[src/plpc_pkg.sv]
// shared constants and types for the low-power width-reduction control
`default_nettype none
package plpc_pkg;
  localparam int CLK_NS = 20;
  localparam int ENTRY_HOLD_NS = 100;
  localparam int EXIT_HOLD_NS = 500;
  localparam int ENTRY_HOLD_CYC = (ENTRY_HOLD_NS + CLK_NS - 1) / CLK_NS;
  localparam int EXIT_HOLD_CYC = (EXIT_HOLD_NS + CLK_NS - 1) / CLK_NS;
  localparam logic [2:0] LP_TX_NEED = 3'h4;
  localparam logic [1:0] LP_RX_NEED = 2'h2;
  localparam int AXI_AW = 8;
  localparam logic [7:0] ADDR_CTRL = 8'h00;
  localparam logic [7:0] ADDR_CMD = 8'h04;
  localparam logic [7:0] ADDR_STATUS = 8'h08;
  localparam logic [1:0] AXI_OKAY = 2'h0;
  localparam logic [1:0] AXI_SLVERR = 2'h2;
  localparam logic [3:0] CODE_DOWN = 4'h0;
  localparam logic [3:0] CODE_UP = 4'h1;
  localparam logic [3:0] CODE_RETRAIN = 4'h2;
  localparam logic [3:0] CODE_STBY = 4'h7;
  localparam logic [3:0] CODE_SLEEP = 4'h8;
  localparam logic [3:0] CODE_UP_LP1 = 4'hB;
  localparam int CMD_STBY = 0;
  localparam int CMD_SLEEP = 1;
  localparam int CMD_WR_ENTER = 2;
  localparam int CMD_WR_EXIT = 3;
  localparam int CMD_WAKE = 4;
  localparam int CMD_DOWN = 5;
  localparam int ST_CODE_LSB = 0;
  localparam int ST_PREV_LSB = 4;
  localparam int ST_LANE_LSB = 8;
  localparam int ST_FEC_LSB = 16;
  localparam logic [2:0] FEC_NONE = 3'h0;
  localparam logic [1:0] ARC_ONE = 2'h1;
  localparam logic [1:0] ARC_TWO = 2'h2;
  localparam logic [15:0] CC_INTERVAL_RST = 16'h1000;
  localparam logic [3:0] CC_COUNT_RST = 4'h2;
  typedef enum logic [1:0] {
    SEQ_DATA = 2'h0, SEQ_CC = 2'h1, SEQ_LP_RED = 2'h2, SEQ_LP_FULL = 2'h3
  } plpc_seq_t;
  typedef enum logic [10:0] {
    ST_DOWN = 11'h001, ST_UP = 11'h002, ST_STBY = 11'h004,
    ST_SLEEP = 11'h008, ST_WREQ = 11'h010, ST_WHOLD = 11'h020,
    ST_WTRAIN = 11'h040, ST_WRED = 11'h080, ST_XREQ = 11'h100,
    ST_XHOLD = 11'h200, ST_XTRAIN = 11'h400
  } plpc_state_t;
  typedef struct packed {
    logic [15:0] cc_interval;
    logic [7:0] rsvd1;
    logic [3:0] cc_count;
    logic [2:0] rsvd0;
    logic cc_en;
  } plpc_ctrl_t;
  localparam plpc_ctrl_t CTRL_RST = '{cc_interval: CC_INTERVAL_RST,
    rsvd1: 8'h00, cc_count: CC_COUNT_RST, rsvd0: 3'h0, cc_en: 1'b1};
endpackage
`default_nettype wire

[src/plpc_eq_store.sv]
// per-lane transmit equalization store for lanes dropped in reduced width
`default_nettype none
module plpc_eq_store import plpc_pkg::*; #(
  parameter int LANES = 4,
  parameter int EQW = 8
) (
  input wire logic clk,
  input wire logic srst,
  input wire logic save,
  input wire logic restore,
  input wire logic [LANES*EQW-1:0] eq_live,
  output logic load_valid,
  output logic [LANES*EQW-1:0] load_data
);
  logic [EQW-1:0] mem_reg [LANES];
  logic [EQW-1:0] mem_next [LANES];
  logic load_valid_next;
  logic [LANES*EQW-1:0] load_data_next;

  always_comb begin
    load_valid_next = restore;
    load_data_next = load_data;
    for (int l = 0; l < LANES; l++) begin
      mem_next[l] = mem_reg[l];
      // only upper lanes are dropped, only they need keeping
      if (save && l >= LANES / 2) begin
        mem_next[l] = eq_live[l*EQW +: EQW];
      end
      if (restore) begin
        load_data_next[l*EQW +: EQW] =
          (l >= LANES / 2) ? mem_reg[l] : eq_live[l*EQW +: EQW];
      end
    end
  end

  always_ff @(posedge clk) begin
    if (srst) begin
      load_valid <= 1'b0;
      load_data <= '0;
      for (int l = 0; l < LANES; l++) begin
        mem_reg[l] <= '0;
      end
    end else begin
      load_valid <= load_valid_next;
      load_data <= load_data_next;
      mem_reg <= mem_next;
    end
  end
endmodule
`default_nettype wire

[src/plpc_ctrl.sv]
// low-power state and lane width reduction control with register slave
`default_nettype none
// Notes on behaviour
// - insert clock compensation per programmed count, interval
// - software may disable or retune compensation
// - standby reported as low-power state one
// - sleep reported as low-power state two
// - width reduction is active reduced-power state
// - reduction entry retrains through arc two
// - send 4, receive 2, hold 100 ns
// - no separate retrain sequences during entry
// - keep dropped lanes' equalization on entry
// - reduction exit retrains through arc one
// - send 4, receive 2, wake lanes, 500 ns
// - woken lanes reuse their kept equalization
// - no separate retrain sequences during exit
// - no forwarded clock, timing from lane data
// - lanes run without error correction by default
// - pin loopback needs no control or state
// - status codes 0x7, 0x8, 0xB reported
module plpc_ctrl import plpc_pkg::*; #(
  parameter int LANES = 4,
  parameter int EQW = 8,
  parameter bit STBY_SUP = 1'b1,
  parameter bit SLEEP_SUP = 1'b1,
  parameter bit WR_SUP = 1'b1
) (
  input wire logic clk,
  input wire logic srst,
  input wire logic s_axi_awvalid,
  output logic s_axi_awready,
  input wire logic [AXI_AW-1:0] s_axi_awaddr,
  input wire logic s_axi_wvalid,
  output logic s_axi_wready,
  input wire logic [31:0] s_axi_wdata,
  input wire logic [3:0] s_axi_wstrb,
  output logic s_axi_bvalid,
  input wire logic s_axi_bready,
  output logic [1:0] s_axi_bresp,
  input wire logic s_axi_arvalid,
  output logic s_axi_arready,
  input wire logic [AXI_AW-1:0] s_axi_araddr,
  output logic s_axi_rvalid,
  input wire logic s_axi_rready,
  output logic [31:0] s_axi_rdata,
  output logic [1:0] s_axi_rresp,
  input wire logic train_done,
  input wire logic rx_seq_valid,
  input wire plpc_seq_t rx_seq_kind,
  input wire logic [LANES*EQW-1:0] eq_live,
  output logic tx_seq_valid,
  output plpc_seq_t tx_seq_kind,
  output logic [LANES-1:0] lane_en,
  output logic retrain_req,
  output logic [1:0] retrain_arc,
  output logic [3:0] low_power_state_field,
  output logic eq_load_valid,
  output logic [LANES*EQW-1:0] eq_load_data
);
  // bus state
  logic aw_have_reg, aw_have_next, w_have_reg, w_have_next;
  logic [AXI_AW-1:0] awaddr_reg, awaddr_next;
  logic [31:0] wdata_reg, wdata_next;
  logic [3:0] wstrb_reg, wstrb_next;
  logic awready_next, wready_next, bvalid_next, arready_next, rvalid_next;
  logic [1:0] bresp_next, rresp_next;
  logic [31:0] rdata_next, status_word, ctrl_word;
  plpc_ctrl_t ctrl_reg, ctrl_next;
  logic [5:0] cmd_go;
  // link state
  plpc_state_t state_reg, state_next;
  logic [2:0] tx_cnt_reg, tx_cnt_next;
  logic [1:0] rx_cnt_reg, rx_cnt_next;
  logic [4:0] hold_cnt_reg, hold_cnt_next;
  logic [15:0] cc_timer_reg, cc_timer_next;
  logic [3:0] cc_burst_reg, cc_burst_next;
  logic [3:0] code_next, prev_reg, prev_next;
  logic tx_valid_next, retrain_next, eq_save, eq_restore;
  plpc_seq_t tx_kind_next;
  logic [1:0] arc_next;
  logic [LANES-1:0] lane_next;
  logic active;

  always_comb begin
    status_word = '0;
    status_word[ST_CODE_LSB +: 4] = low_power_state_field;
    status_word[ST_PREV_LSB +: 4] = prev_reg;
    status_word[ST_LANE_LSB +: LANES] = lane_en;
    status_word[ST_FEC_LSB +: 3] = FEC_NONE;
    awready_next = 1'b0;
    wready_next = 1'b0;
    arready_next = 1'b0;
    aw_have_next = aw_have_reg;
    w_have_next = w_have_reg;
    awaddr_next = awaddr_reg;
    wdata_next = wdata_reg;
    wstrb_next = wstrb_reg;
    bvalid_next = s_axi_bvalid && !s_axi_bready;
    bresp_next = s_axi_bresp;
    rvalid_next = s_axi_rvalid && !s_axi_rready;
    rresp_next = s_axi_rresp;
    rdata_next = s_axi_rdata;
    ctrl_next = ctrl_reg;
    ctrl_word = ctrl_reg;
    cmd_go = '0;
    if (s_axi_awvalid && s_axi_awready) begin
      aw_have_next = 1'b1;
      awaddr_next = s_axi_awaddr;
    end else if (s_axi_awvalid && !aw_have_reg && !s_axi_awready) begin
      awready_next = 1'b1;
    end
    if (s_axi_wvalid && s_axi_wready) begin
      w_have_next = 1'b1;
      wdata_next = s_axi_wdata;
      wstrb_next = s_axi_wstrb;
    end else if (s_axi_wvalid && !w_have_reg && !s_axi_wready) begin
      wready_next = 1'b1;
    end
    if (aw_have_reg && w_have_reg && !s_axi_bvalid) begin
      aw_have_next = 1'b0;
      w_have_next = 1'b0;
      bvalid_next = 1'b1;
      bresp_next = AXI_OKAY;
      if (awaddr_reg == ADDR_CTRL) begin
        for (int b = 0; b < 4; b++) begin
          if (wstrb_reg[b]) begin
            ctrl_word[b*8 +: 8] = wdata_reg[b*8 +: 8];
          end
        end
        ctrl_next = ctrl_word;
        ctrl_next.rsvd0 = '0;
        ctrl_next.rsvd1 = '0;
      end else if (awaddr_reg == ADDR_CMD) begin
        cmd_go = wstrb_reg[0] ? wdata_reg[5:0] : 6'h00;
      end else if (awaddr_reg != ADDR_STATUS) begin
        bresp_next = AXI_SLVERR;
      end
    end
    if (s_axi_arvalid && s_axi_arready) begin
      rvalid_next = 1'b1;
      rresp_next = AXI_OKAY;
      rdata_next = '0;
      if (s_axi_araddr == ADDR_CTRL) begin
        rdata_next = ctrl_reg;
      end else if (s_axi_araddr == ADDR_STATUS) begin
        rdata_next = status_word;
      end else if (s_axi_araddr != ADDR_CMD) begin
        rresp_next = AXI_SLVERR;
      end
    end else if (s_axi_arvalid && !s_axi_rvalid && !s_axi_arready) begin
      arready_next = 1'b1;
    end
  end

  always_ff @(posedge clk) begin
    if (srst) begin
      s_axi_awready <= 1'b0;
      s_axi_wready <= 1'b0;
      s_axi_arready <= 1'b0;
      aw_have_reg <= 1'b0;
      w_have_reg <= 1'b0;
      awaddr_reg <= '0;
      wdata_reg <= '0;
      wstrb_reg <= '0;
      s_axi_bvalid <= 1'b0;
      s_axi_bresp <= AXI_OKAY;
      s_axi_rvalid <= 1'b0;
      s_axi_rresp <= AXI_OKAY;
      s_axi_rdata <= '0;
      ctrl_reg <= CTRL_RST;
    end else begin
      s_axi_awready <= awready_next;
      s_axi_wready <= wready_next;
      s_axi_arready <= arready_next;
      aw_have_reg <= aw_have_next;
      w_have_reg <= w_have_next;
      awaddr_reg <= awaddr_next;
      wdata_reg <= wdata_next;
      wstrb_reg <= wstrb_next;
      s_axi_bvalid <= bvalid_next;
      s_axi_bresp <= bresp_next;
      s_axi_rvalid <= rvalid_next;
      s_axi_rresp <= rresp_next;
      s_axi_rdata <= rdata_next;
      ctrl_reg <= ctrl_next;
    end
  end

  // timing comes from lane data only; loopback needs nothing here
  always_comb begin
    state_next = state_reg;
    case (state_reg)
      ST_DOWN: if (train_done) state_next = ST_UP;
      ST_UP: begin
        if (cmd_go[CMD_STBY] && STBY_SUP) state_next = ST_STBY;
        else if (cmd_go[CMD_SLEEP] && SLEEP_SUP) state_next = ST_SLEEP;
        else if (cmd_go[CMD_WR_ENTER] && WR_SUP) state_next = ST_WREQ;
      end
      ST_STBY, ST_SLEEP: if (cmd_go[CMD_WAKE]) state_next = ST_UP;
      ST_WREQ: begin
        if (tx_cnt_reg >= LP_TX_NEED && rx_cnt_reg >= LP_RX_NEED) begin
          state_next = ST_WHOLD;
        end
      end
      ST_WHOLD: begin
        if (hold_cnt_reg == 5'(ENTRY_HOLD_CYC - 1)) state_next = ST_WTRAIN;
      end
      ST_WTRAIN: if (train_done) state_next = ST_WRED;
      ST_WRED: if (cmd_go[CMD_WR_EXIT]) state_next = ST_XREQ;
      ST_XREQ: begin
        if (tx_cnt_reg >= LP_TX_NEED && rx_cnt_reg >= LP_RX_NEED) begin
          state_next = ST_XHOLD;
        end
      end
      ST_XHOLD: begin
        if (hold_cnt_reg == 5'(EXIT_HOLD_CYC - 1)) state_next = ST_XTRAIN;
      end
      ST_XTRAIN: if (train_done) state_next = ST_UP;
      default: state_next = ST_DOWN;
    endcase
    if (cmd_go[CMD_DOWN]) state_next = ST_DOWN;
    tx_cnt_next = tx_cnt_reg;
    rx_cnt_next = rx_cnt_reg;
    hold_cnt_next = hold_cnt_reg;
    if (state_next != state_reg) begin
      tx_cnt_next = '0;
      rx_cnt_next = '0;
      hold_cnt_next = '0;
    end else begin
      if (tx_seq_valid && tx_cnt_reg < LP_TX_NEED &&
          (state_reg == ST_WREQ || state_reg == ST_XREQ)) begin
        tx_cnt_next = tx_cnt_reg + 3'h1;
      end
      if (rx_seq_valid && rx_cnt_reg < LP_RX_NEED &&
          ((state_reg == ST_WREQ && rx_seq_kind == SEQ_LP_RED) ||
           (state_reg == ST_XREQ && rx_seq_kind == SEQ_LP_FULL))) begin
        rx_cnt_next = rx_cnt_reg + 2'h1;
      end
      if (state_reg == ST_WHOLD || state_reg == ST_XHOLD) begin
        hold_cnt_next = hold_cnt_reg + 5'h01;
      end
    end
    // compensation bursts only while data flows
    active = (state_next == ST_UP || state_next == ST_WRED) &&
      ctrl_reg.cc_en;
    cc_timer_next = '0;
    cc_burst_next = '0;
    if (active && cc_burst_reg != 4'h0) begin
      cc_timer_next = cc_timer_reg;
      cc_burst_next = cc_burst_reg - 4'h1;
    end else if (active && cc_timer_reg >= ctrl_reg.cc_interval) begin
      cc_burst_next = ctrl_reg.cc_count;
    end else if (active) begin
      cc_timer_next = cc_timer_reg + 16'h0001;
    end
    tx_valid_next = 1'b0;
    tx_kind_next = SEQ_DATA;
    lane_next = '1;
    code_next = CODE_RETRAIN;
    case (state_next)
      ST_DOWN: code_next = CODE_DOWN;
      ST_UP: begin
        code_next = CODE_UP;
        tx_valid_next = active && cc_burst_reg != 4'h0;
        tx_kind_next = tx_valid_next ? SEQ_CC : SEQ_DATA;
      end
      ST_STBY: begin
        code_next = CODE_STBY;
        lane_next = '0;
      end
      ST_SLEEP: begin
        code_next = CODE_SLEEP;
        lane_next = '0;
      end
      ST_WREQ, ST_WHOLD: begin
        tx_valid_next = 1'b1;
        tx_kind_next = SEQ_LP_RED;
      end
      ST_WTRAIN: lane_next = LANES'((1 << (LANES / 2)) - 1);
      ST_WRED: begin
        code_next = CODE_UP_LP1;
        lane_next = LANES'((1 << (LANES / 2)) - 1);
        tx_valid_next = active && cc_burst_reg != 4'h0;
        tx_kind_next = tx_valid_next ? SEQ_CC : SEQ_DATA;
      end
      ST_XREQ: begin
        code_next = CODE_UP_LP1;
        lane_next = LANES'((1 << (LANES / 2)) - 1);
        tx_valid_next = 1'b1;
        tx_kind_next = SEQ_LP_FULL;
      end
      ST_XHOLD: begin
        code_next = CODE_UP_LP1;
        tx_valid_next = 1'b1;
        tx_kind_next = SEQ_LP_FULL;
      end
      default: code_next = CODE_RETRAIN;
    endcase
    retrain_next = 1'b0;
    arc_next = retrain_arc;
    if (state_reg == ST_WHOLD && state_next == ST_WTRAIN) begin
      retrain_next = 1'b1;
      arc_next = ARC_TWO;
    end else if (state_reg == ST_XHOLD && state_next == ST_XTRAIN) begin
      retrain_next = 1'b1;
      arc_next = ARC_ONE;
    end
    eq_save = state_reg == ST_WHOLD && state_next == ST_WTRAIN;
    eq_restore = state_reg == ST_XREQ && state_next == ST_XHOLD;
    prev_next = prev_reg;
    if (code_next != low_power_state_field) prev_next = low_power_state_field;
  end

  always_ff @(posedge clk) begin
    if (srst) begin
      state_reg <= ST_DOWN;
      tx_cnt_reg <= '0;
      rx_cnt_reg <= '0;
      hold_cnt_reg <= '0;
      cc_timer_reg <= '0;
      cc_burst_reg <= '0;
      tx_seq_valid <= 1'b0;
      tx_seq_kind <= SEQ_DATA;
      lane_en <= '1;
      retrain_req <= 1'b0;
      retrain_arc <= ARC_ONE;
      low_power_state_field <= CODE_DOWN;
      prev_reg <= CODE_DOWN;
    end else begin
      state_reg <= state_next;
      tx_cnt_reg <= tx_cnt_next;
      rx_cnt_reg <= rx_cnt_next;
      hold_cnt_reg <= hold_cnt_next;
      cc_timer_reg <= cc_timer_next;
      cc_burst_reg <= cc_burst_next;
      tx_seq_valid <= tx_valid_next;
      tx_seq_kind <= tx_kind_next;
      lane_en <= lane_next;
      retrain_req <= retrain_next;
      retrain_arc <= arc_next;
      low_power_state_field <= code_next;
      prev_reg <= prev_next;
    end
  end

  plpc_eq_store #(.LANES(LANES), .EQW(EQW)) u_eq (
    .clk(clk),
    .srst(srst),
    .save(eq_save),
    .restore(eq_restore),
    .eq_live(eq_live),
    .load_valid(eq_load_valid),
    .load_data(eq_load_data)
  );
endmodule
`default_nettype wire

[config.mk]
export PLATFORM = sky130hd
export DESIGN_NAME = plpc_ctrl
export DESIGN_NICKNAME = d
export VERILOG_FILES = /design/src/plpc_pkg.sv /design/src/plpc_eq_store.sv /design/src/plpc_ctrl.sv
export SDC_FILE = /design/constraint.sdc
export NUM_CORES = 1
export LEC_CHECK = 0
export BUFFER_PORTS_ARGS = -buffer_cell sky130_fd_sc_hd__buf_2
export CAP_MARGIN = 20
export CORE_MARGIN = 2
export CORE_UTILIZATION = 57
export CTS_BUF_LIST = sky130_fd_sc_hd__clkbuf_8
export DETAILED_ROUTE_END_ITERATION = 16
export GPL_ROUTABILITY_DRIVEN = 1
export PLACE_DENSITY = 0.8
export SYNTH_ARGS = -nofsm -noshare
export SYNTH_HDL_FRONTEND = slang
export SYNTH_HIERARCHICAL = 1
export SYNTH_SLANG_ARGS = --single-unit
[constraint.sdc]
create_clock -name clk -period 4 [get_ports clk]
set_input_delay 0.2 -clock clk [delete_from_list [all_inputs] [get_ports clk]]
set_output_delay 0.2 -clock clk [all_outputs]
set_load 0.01 [all_outputs]
Word level (Yosys, flattened, before mapping). Cells that the tools add are included.

Word-level logic and storage cells: 179. Output and inout bits: 88. Bits of input ports: 95. Flip-flop bits (word level): 216.

Equal/unequal tests: 32. Reductions and logical operators: 60. Multiplexer cells: 43. Add/subtract/negate cells: 5. $lt $le $gt $ge: 5.

Operators by type and width (number): 11-bit two-way mux (12); 11-bit case mux with 9 select lines (1); 16-bit two-way mux (2); 32-bit two-way mux (1); 1-bit logical AND (26); 6-bit two-way mux (4); 11-bit by 1-bit equality test with 1-bit output (second input constant) (2); 11-bit by 10-bit equality test with 1-bit output (second input constant) (2); 11-bit equality test (second input constant) (2); 11-bit by 2-bit equality test with 1-bit output (second input constant) (2); 11-bit by 3-bit equality test with 1-bit output (second input constant) (2); 11-bit by 4-bit equality test with 1-bit output (second input constant) (2); 11-bit by 5-bit equality test with 1-bit output (second input constant) (2); 11-bit by 6-bit equality test with 1-bit output (second input constant) (2); 11-bit by 7-bit equality test with 1-bit output (second input constant) (2); 11-bit by 8-bit equality test with 1-bit output (second input constant) (2); 11-bit by 9-bit equality test with 1-bit output (second input constant) (2); 2-bit OR reduction (11); 4-bit case mux with 5 select lines (1); 16-bit by 1-bit adder with 16-bit output (second input constant) (1); 16-bit >= comparator (1); 8-bit zero test (2); 2-bit two-way mux (8); 12-bit two-way mux (1); 29 further kinds (52).

Depth between registers and ports, before layout.
Word-level depth: 15. Depth in mapped cells: 15. Depth with buffers taken out: 11.

Modules after synthesis. Netlist, hierarchy kept.

By module, submodules not included: plpc_ctrl (seq. area each 2962.8 um^2, area an instance 7252.0 um^2, cells each 843, times used 1); plpc_eq_store (seq. area each 980.9 um^2, area an instance 1771.7 um^2, cells each 157, times used 1).

Worst setup path before layout. Ideal clock, no wire load.

Path kind: reg2reg. Start point: reg state_reg[10]. End point: reg rx_cnt_reg[1]. Data required time: 3.937 ns. Library setup time: 0.063 ns. Path buffers: 3. Arrival: 2.829 ns. Stages on the path, launching flop included: 13. Clock period less this slack: 2.893 ns. Slack: 1.107 ns. Cell sequence: dfxtp_1 > buf_6 > nor4_4 > buf_6 > nand2_2 > a21oi_1 > a221oi_2 > a31o_2 > or3_4 > xnor2_1 > or4_1 > buf_6 > nor2_2.

Longest elaborated chain between the ends: 7. Elaborated cells on any way between the ends: 32. Classes of those cells: eq/ne (12); mux (13); reduce/logical (7).

Ends and longest elaborated chain: start, declared (line plpc_ctrl.sv:71) `plpc_state_t state_reg, state_next;`; start signal, assigned (line plpc_ctrl.sv:330) `state_reg <= state_next;`; parallel branches: the longest is 7 deep, another holds 11-bit equality test; end signal, assigned (line plpc_ctrl.sv:332) `rx_cnt_reg <= rx_cnt_next;`; end, declared (line plpc_ctrl.sv:73) `logic [1:0] rx_cnt_reg, rx_cnt_next;`.

Parallel ways; which one is timed is not known. A chain may end at the register's enable or synchronous reset.

Worst setup path after layout.
Start point: reg awaddr_reg[7]. End point: reg hold_cnt_reg[2].

Longest elaborated chain between the ends: 11. Elaborated cells on any way between the ends: 14. Classes of those cells: eq/ne (2); mux (10); reduce/logical (2).

Ends and longest elaborated chain: start, declared (line plpc_ctrl.sv:62) `logic [AXI_AW-1:0] awaddr_reg, awaddr_next;`; start signal, assigned (line plpc_ctrl.sv:177) `awaddr_reg <= awaddr_next;`; 8-bit by 3-bit equality test with 1-bit output (line plpc_ctrl.sv:133) `end else if (awaddr_reg == ADDR_CMD) begin`; 6-bit two-way mux (line plpc_ctrl.sv:133); 6-bit two-way mux (*) (line plpc_ctrl.sv:124) `if (awaddr_reg == ADDR_CTRL) begin`; 6-bit two-way mux (*) (line plpc_ctrl.sv:119) `if (aw_have_reg && w_have_reg && !s_axi_bvalid) begin`; 11-bit two-way mux (line plpc_ctrl.sv:197) `else if (cmd_go[CMD_WR_ENTER] && WR_SUP) state_next = ST_WREQ;`; 11-bit two-way mux (line plpc_ctrl.sv:196) `else if (cmd_go[CMD_SLEEP] && SLEEP_SUP) state_next = ST_SLEEP;`; 11-bit two-way mux (line plpc_ctrl.sv:195) `if (cmd_go[CMD_STBY] && STBY_SUP) state_next = ST_STBY;`; 11-bit case mux with 9 select lines (line plpc_ctrl.sv:192) `case (state_reg)`; 11-bit two-way mux (*) (line plpc_ctrl.sv:221) `if (cmd_go[CMD_DOWN]) state_next = ST_DOWN;`; 11-bit inequality test (*) (line plpc_ctrl.sv:225) `if (state_next != state_reg) begin`; 2-bit OR reduction (no source line) (*); end signal, assigned (line plpc_ctrl.sv:333) `hold_cnt_reg <= hold_cnt_next;`; end, declared (line plpc_ctrl.sv:74) `logic [4:0] hold_cnt_reg, hold_cnt_next;`.

Every way passes the cells marked *; elsewhere a longest branch is shown, timed or not.

==> metrics.txt <==
Final Max Tran Viols=0; antenna violations before repair=0; CTS Buf Count=17; cell taking the most area after synthesis=dfxtp_1; pwr dens=between 300 and 400 nW/um2; share of cells above drive strength 1=22.4%; worst-margin pin slew=989 ps; Post-synth top cells=dfxtp_1 (197), nor2_1 (136), nand2_1 (127); crit path kind=register to register; Worst Hold Class=input port to register; asr flop ratio synth=0%; Lkg Pwr=around 4.3 nW; slowest CP cell=or4_1; Reg2Reg Capture Point=hold_cnt_reg[2]; Syn Inst Count=1000; kind of cell adding the most delay to the critical path=simple AND/OR/NAND/NOR gates; register bit total from synthesis=around 200; CTS Buffer Depth=2; nets=around 1300; DR pass1 iterations=6; Clock Latency Late Sink=470 ps; CP startpoint kind=register; top cell type's share of synthesized area=43.7%; vias in the first global route=about 7700; CTS Sinks=197; minimum clock period=3400 ps; max reg flops=32; Setup violations, final=0; Hold EP=rx_cnt_reg[1]; setup bufs post-CTS=0; clk_skew=~13 ps; Post-synth EDFFs=0; RD Place Congestion=0.914; R2R Setup Slk=between 600 and 700 ps; outcome=finished clean; cell chain of the critical path=nor4_1 > and4_1 > nand2_1 > a221oi_2 > a21boi_1 > or3_4 > xnor2_1 > or4_1 > buf_4 > nor2_2; Synth warnings=6; Layout area overhead=21.0%; final instance area=10900 um2; Final Hold Fails=0; DP Area=slightly below 10000 um2; Fin Hold WS=29.7 ps; largest cells by area after synthesis=dfxtp_1 (44%), mux2i_1 (6.5%), nor2_1 (5.7%); Avg Cell Area, Syn=9.02 um2; TNS Setup=0 ps; # DRC=0; Root Driver=clkbuf_8; Critical R2R Launch=awaddr_reg[7]; Placement Rows=45; library cells used by synthesis=roughly 80; top-count cell post-synth=dfxtp_1; IO Count=around 180; Avg WL per Cell=approximately 16 um; CP Capture Type=register; starting DRC count in detailed routing=691; Critical path buffers and inverters=1; core area=roughly 15000 um2; depth of the worst register-to-register path=10; Gates resized, CTS repair=0; Worst Path Arrival=roughly 3800 ps; unrepaired setup endpoints after global routing=no; htree depth=4; Die ar.=roughly 17000 um2; global route total overflow=0; Starting Density=between 50% and 60%; fmax=~0.29 GHz; GRT Overall Usage=between 20% and 30%; Worst Path Required=around 4400 ps; largest net degree at the start of global routing=between 90 and 100; sequential area share after synthesis=43.7%; IO buf count=167; Die X=130 um; Largest stage delay, worst path=510 ps; Post-synth top flop=dfxtp_1; instance count on the critical path=10; Hold Buf Count CTS=71; Die Y=130 um; CTS tree=built; worst hold start=rx_seq_kind[1]; clock slew at reported path FFs=roughly 90 ps; non-filler cells, final=between 1000 and 1500; Final ANT Viol Nets=0; first-pass GRT wire length=~37000 um; Critical Path Fanout Max=10; Slew HR=33.9%; maxcap violations=0; final core utilization=a little under three quarters; DR vias=roughly 7900; HPWL after detailed placement=approximately 15000 um; Placed Instances=approximately 1300; via/cell ratio=5.51; final WL=between 20000 and 25000 um; Final period util=about 85%; Peak VDD IR=0.354 mV; Min-Delay Path Depth=3; mapped cell area=around 9000 um2
==> area by class of cell <==
cell class | instances | area [um2]
diodes | 1 | 2.50
clock buffers | 21 | 289
clock inverters | 9 | 80.1
fillers | 1169 | 4390
inverters | 28 | 105
multi-input cells | 716 | 4540
flip-flops and latches | 197 | 3940
well taps | 211 | 264
repair buffers | 253 | 1690
==> metal layers <==
metal  track usage (%)  routed length [um]
met3              6.56                1460
met5                 0                   0
met4              9.61                 503
met1              33.4                9730
met2              47.4               11100
==> worst max-delay path by stage <==
stage	startpoint	end	slack (ps)
finish	awaddr_reg[7]	hold_cnt_reg[2]	600
global route	awaddr_reg[7]	hold_cnt_reg[0]	350
CTS	awaddr_reg[7]	hold_cnt_reg[2]	610
detailed placement	awaddr_reg[7]	hold_cnt_reg[2]	640
global placement	awaddr_reg[7]	hold_cnt_reg[1]	730
floorplan	state_reg[10]	rx_cnt_reg[1]	1110
==> cells in the final DEF, fill, tap and decap left out, types with 7 or more instances in the layout <==
| cell type | count |
|---|---|
| nor2_4 | 11 |
| a21o_1 | 11 |
| a31oi_1 | 9 |
| dlygate4sd3_1 | 71 |
| nor2_2 | 12 |
| a21oi_1 | 71 |
| nand2_1 | 127 |
| clkbuf_8 | 21 |
| inv_1 | 31 |
| xor2_1 | 22 |
| mux2i_1 | 59 |
| nor2b_1 | 7 |
| a22oi_1 | 26 |
| nand2b_1 | 15 |
| ha_1 | 21 |
| nor3_1 | 15 |
| dfxtp_1 | 197 |
| o21ai_0 | 12 |
| buf_2 | 166 |
| nor2_1 | 135 |
| buf_4 | 14 |
| and2_1 | 7 |
| xnor2_1 | 13 |
| nand3_1 | 20 |
| nand4_1 | 16 |
==> stage by stage <==
stage / total power, mW / worst slack (ps)
finish: 3.70 / 605
global route: 3.83 / 351
CTS: 3.70 / 609
detailed placement: 2.45 / 642
global placement: 2.44 / 730
floorplan: 2.36 / 1110
==> cells by family after synthesis <==
logic type / synth area share [%]
DFF: 43.7
and+or+nand+nor: 24.3
xor gates and xnor gates: 3.40
adders and majority gates: 2.91
buffers and inverters: 6.36
muxes: 7.04
AOI/OAI and AO/OA: 12.3
other: 0.0416
==> worst min-delay path, stage by stage <==
cell	delay, ps
buf_2	90
a41oi_1	120
nor2_2	60
==> power by group <==
group | internal [mW] | leakage (nW) | switching, mW | total, mW
combinational | 0.207 | 2.55 | 0.245 | 0.452
sequential | 1.99 | 1.59 | 0.0327 | 2.02
clock | 0.549 | 0.198 | 0.677 | 1.23
No activity file was read; power rests on OpenSTA's default activity.
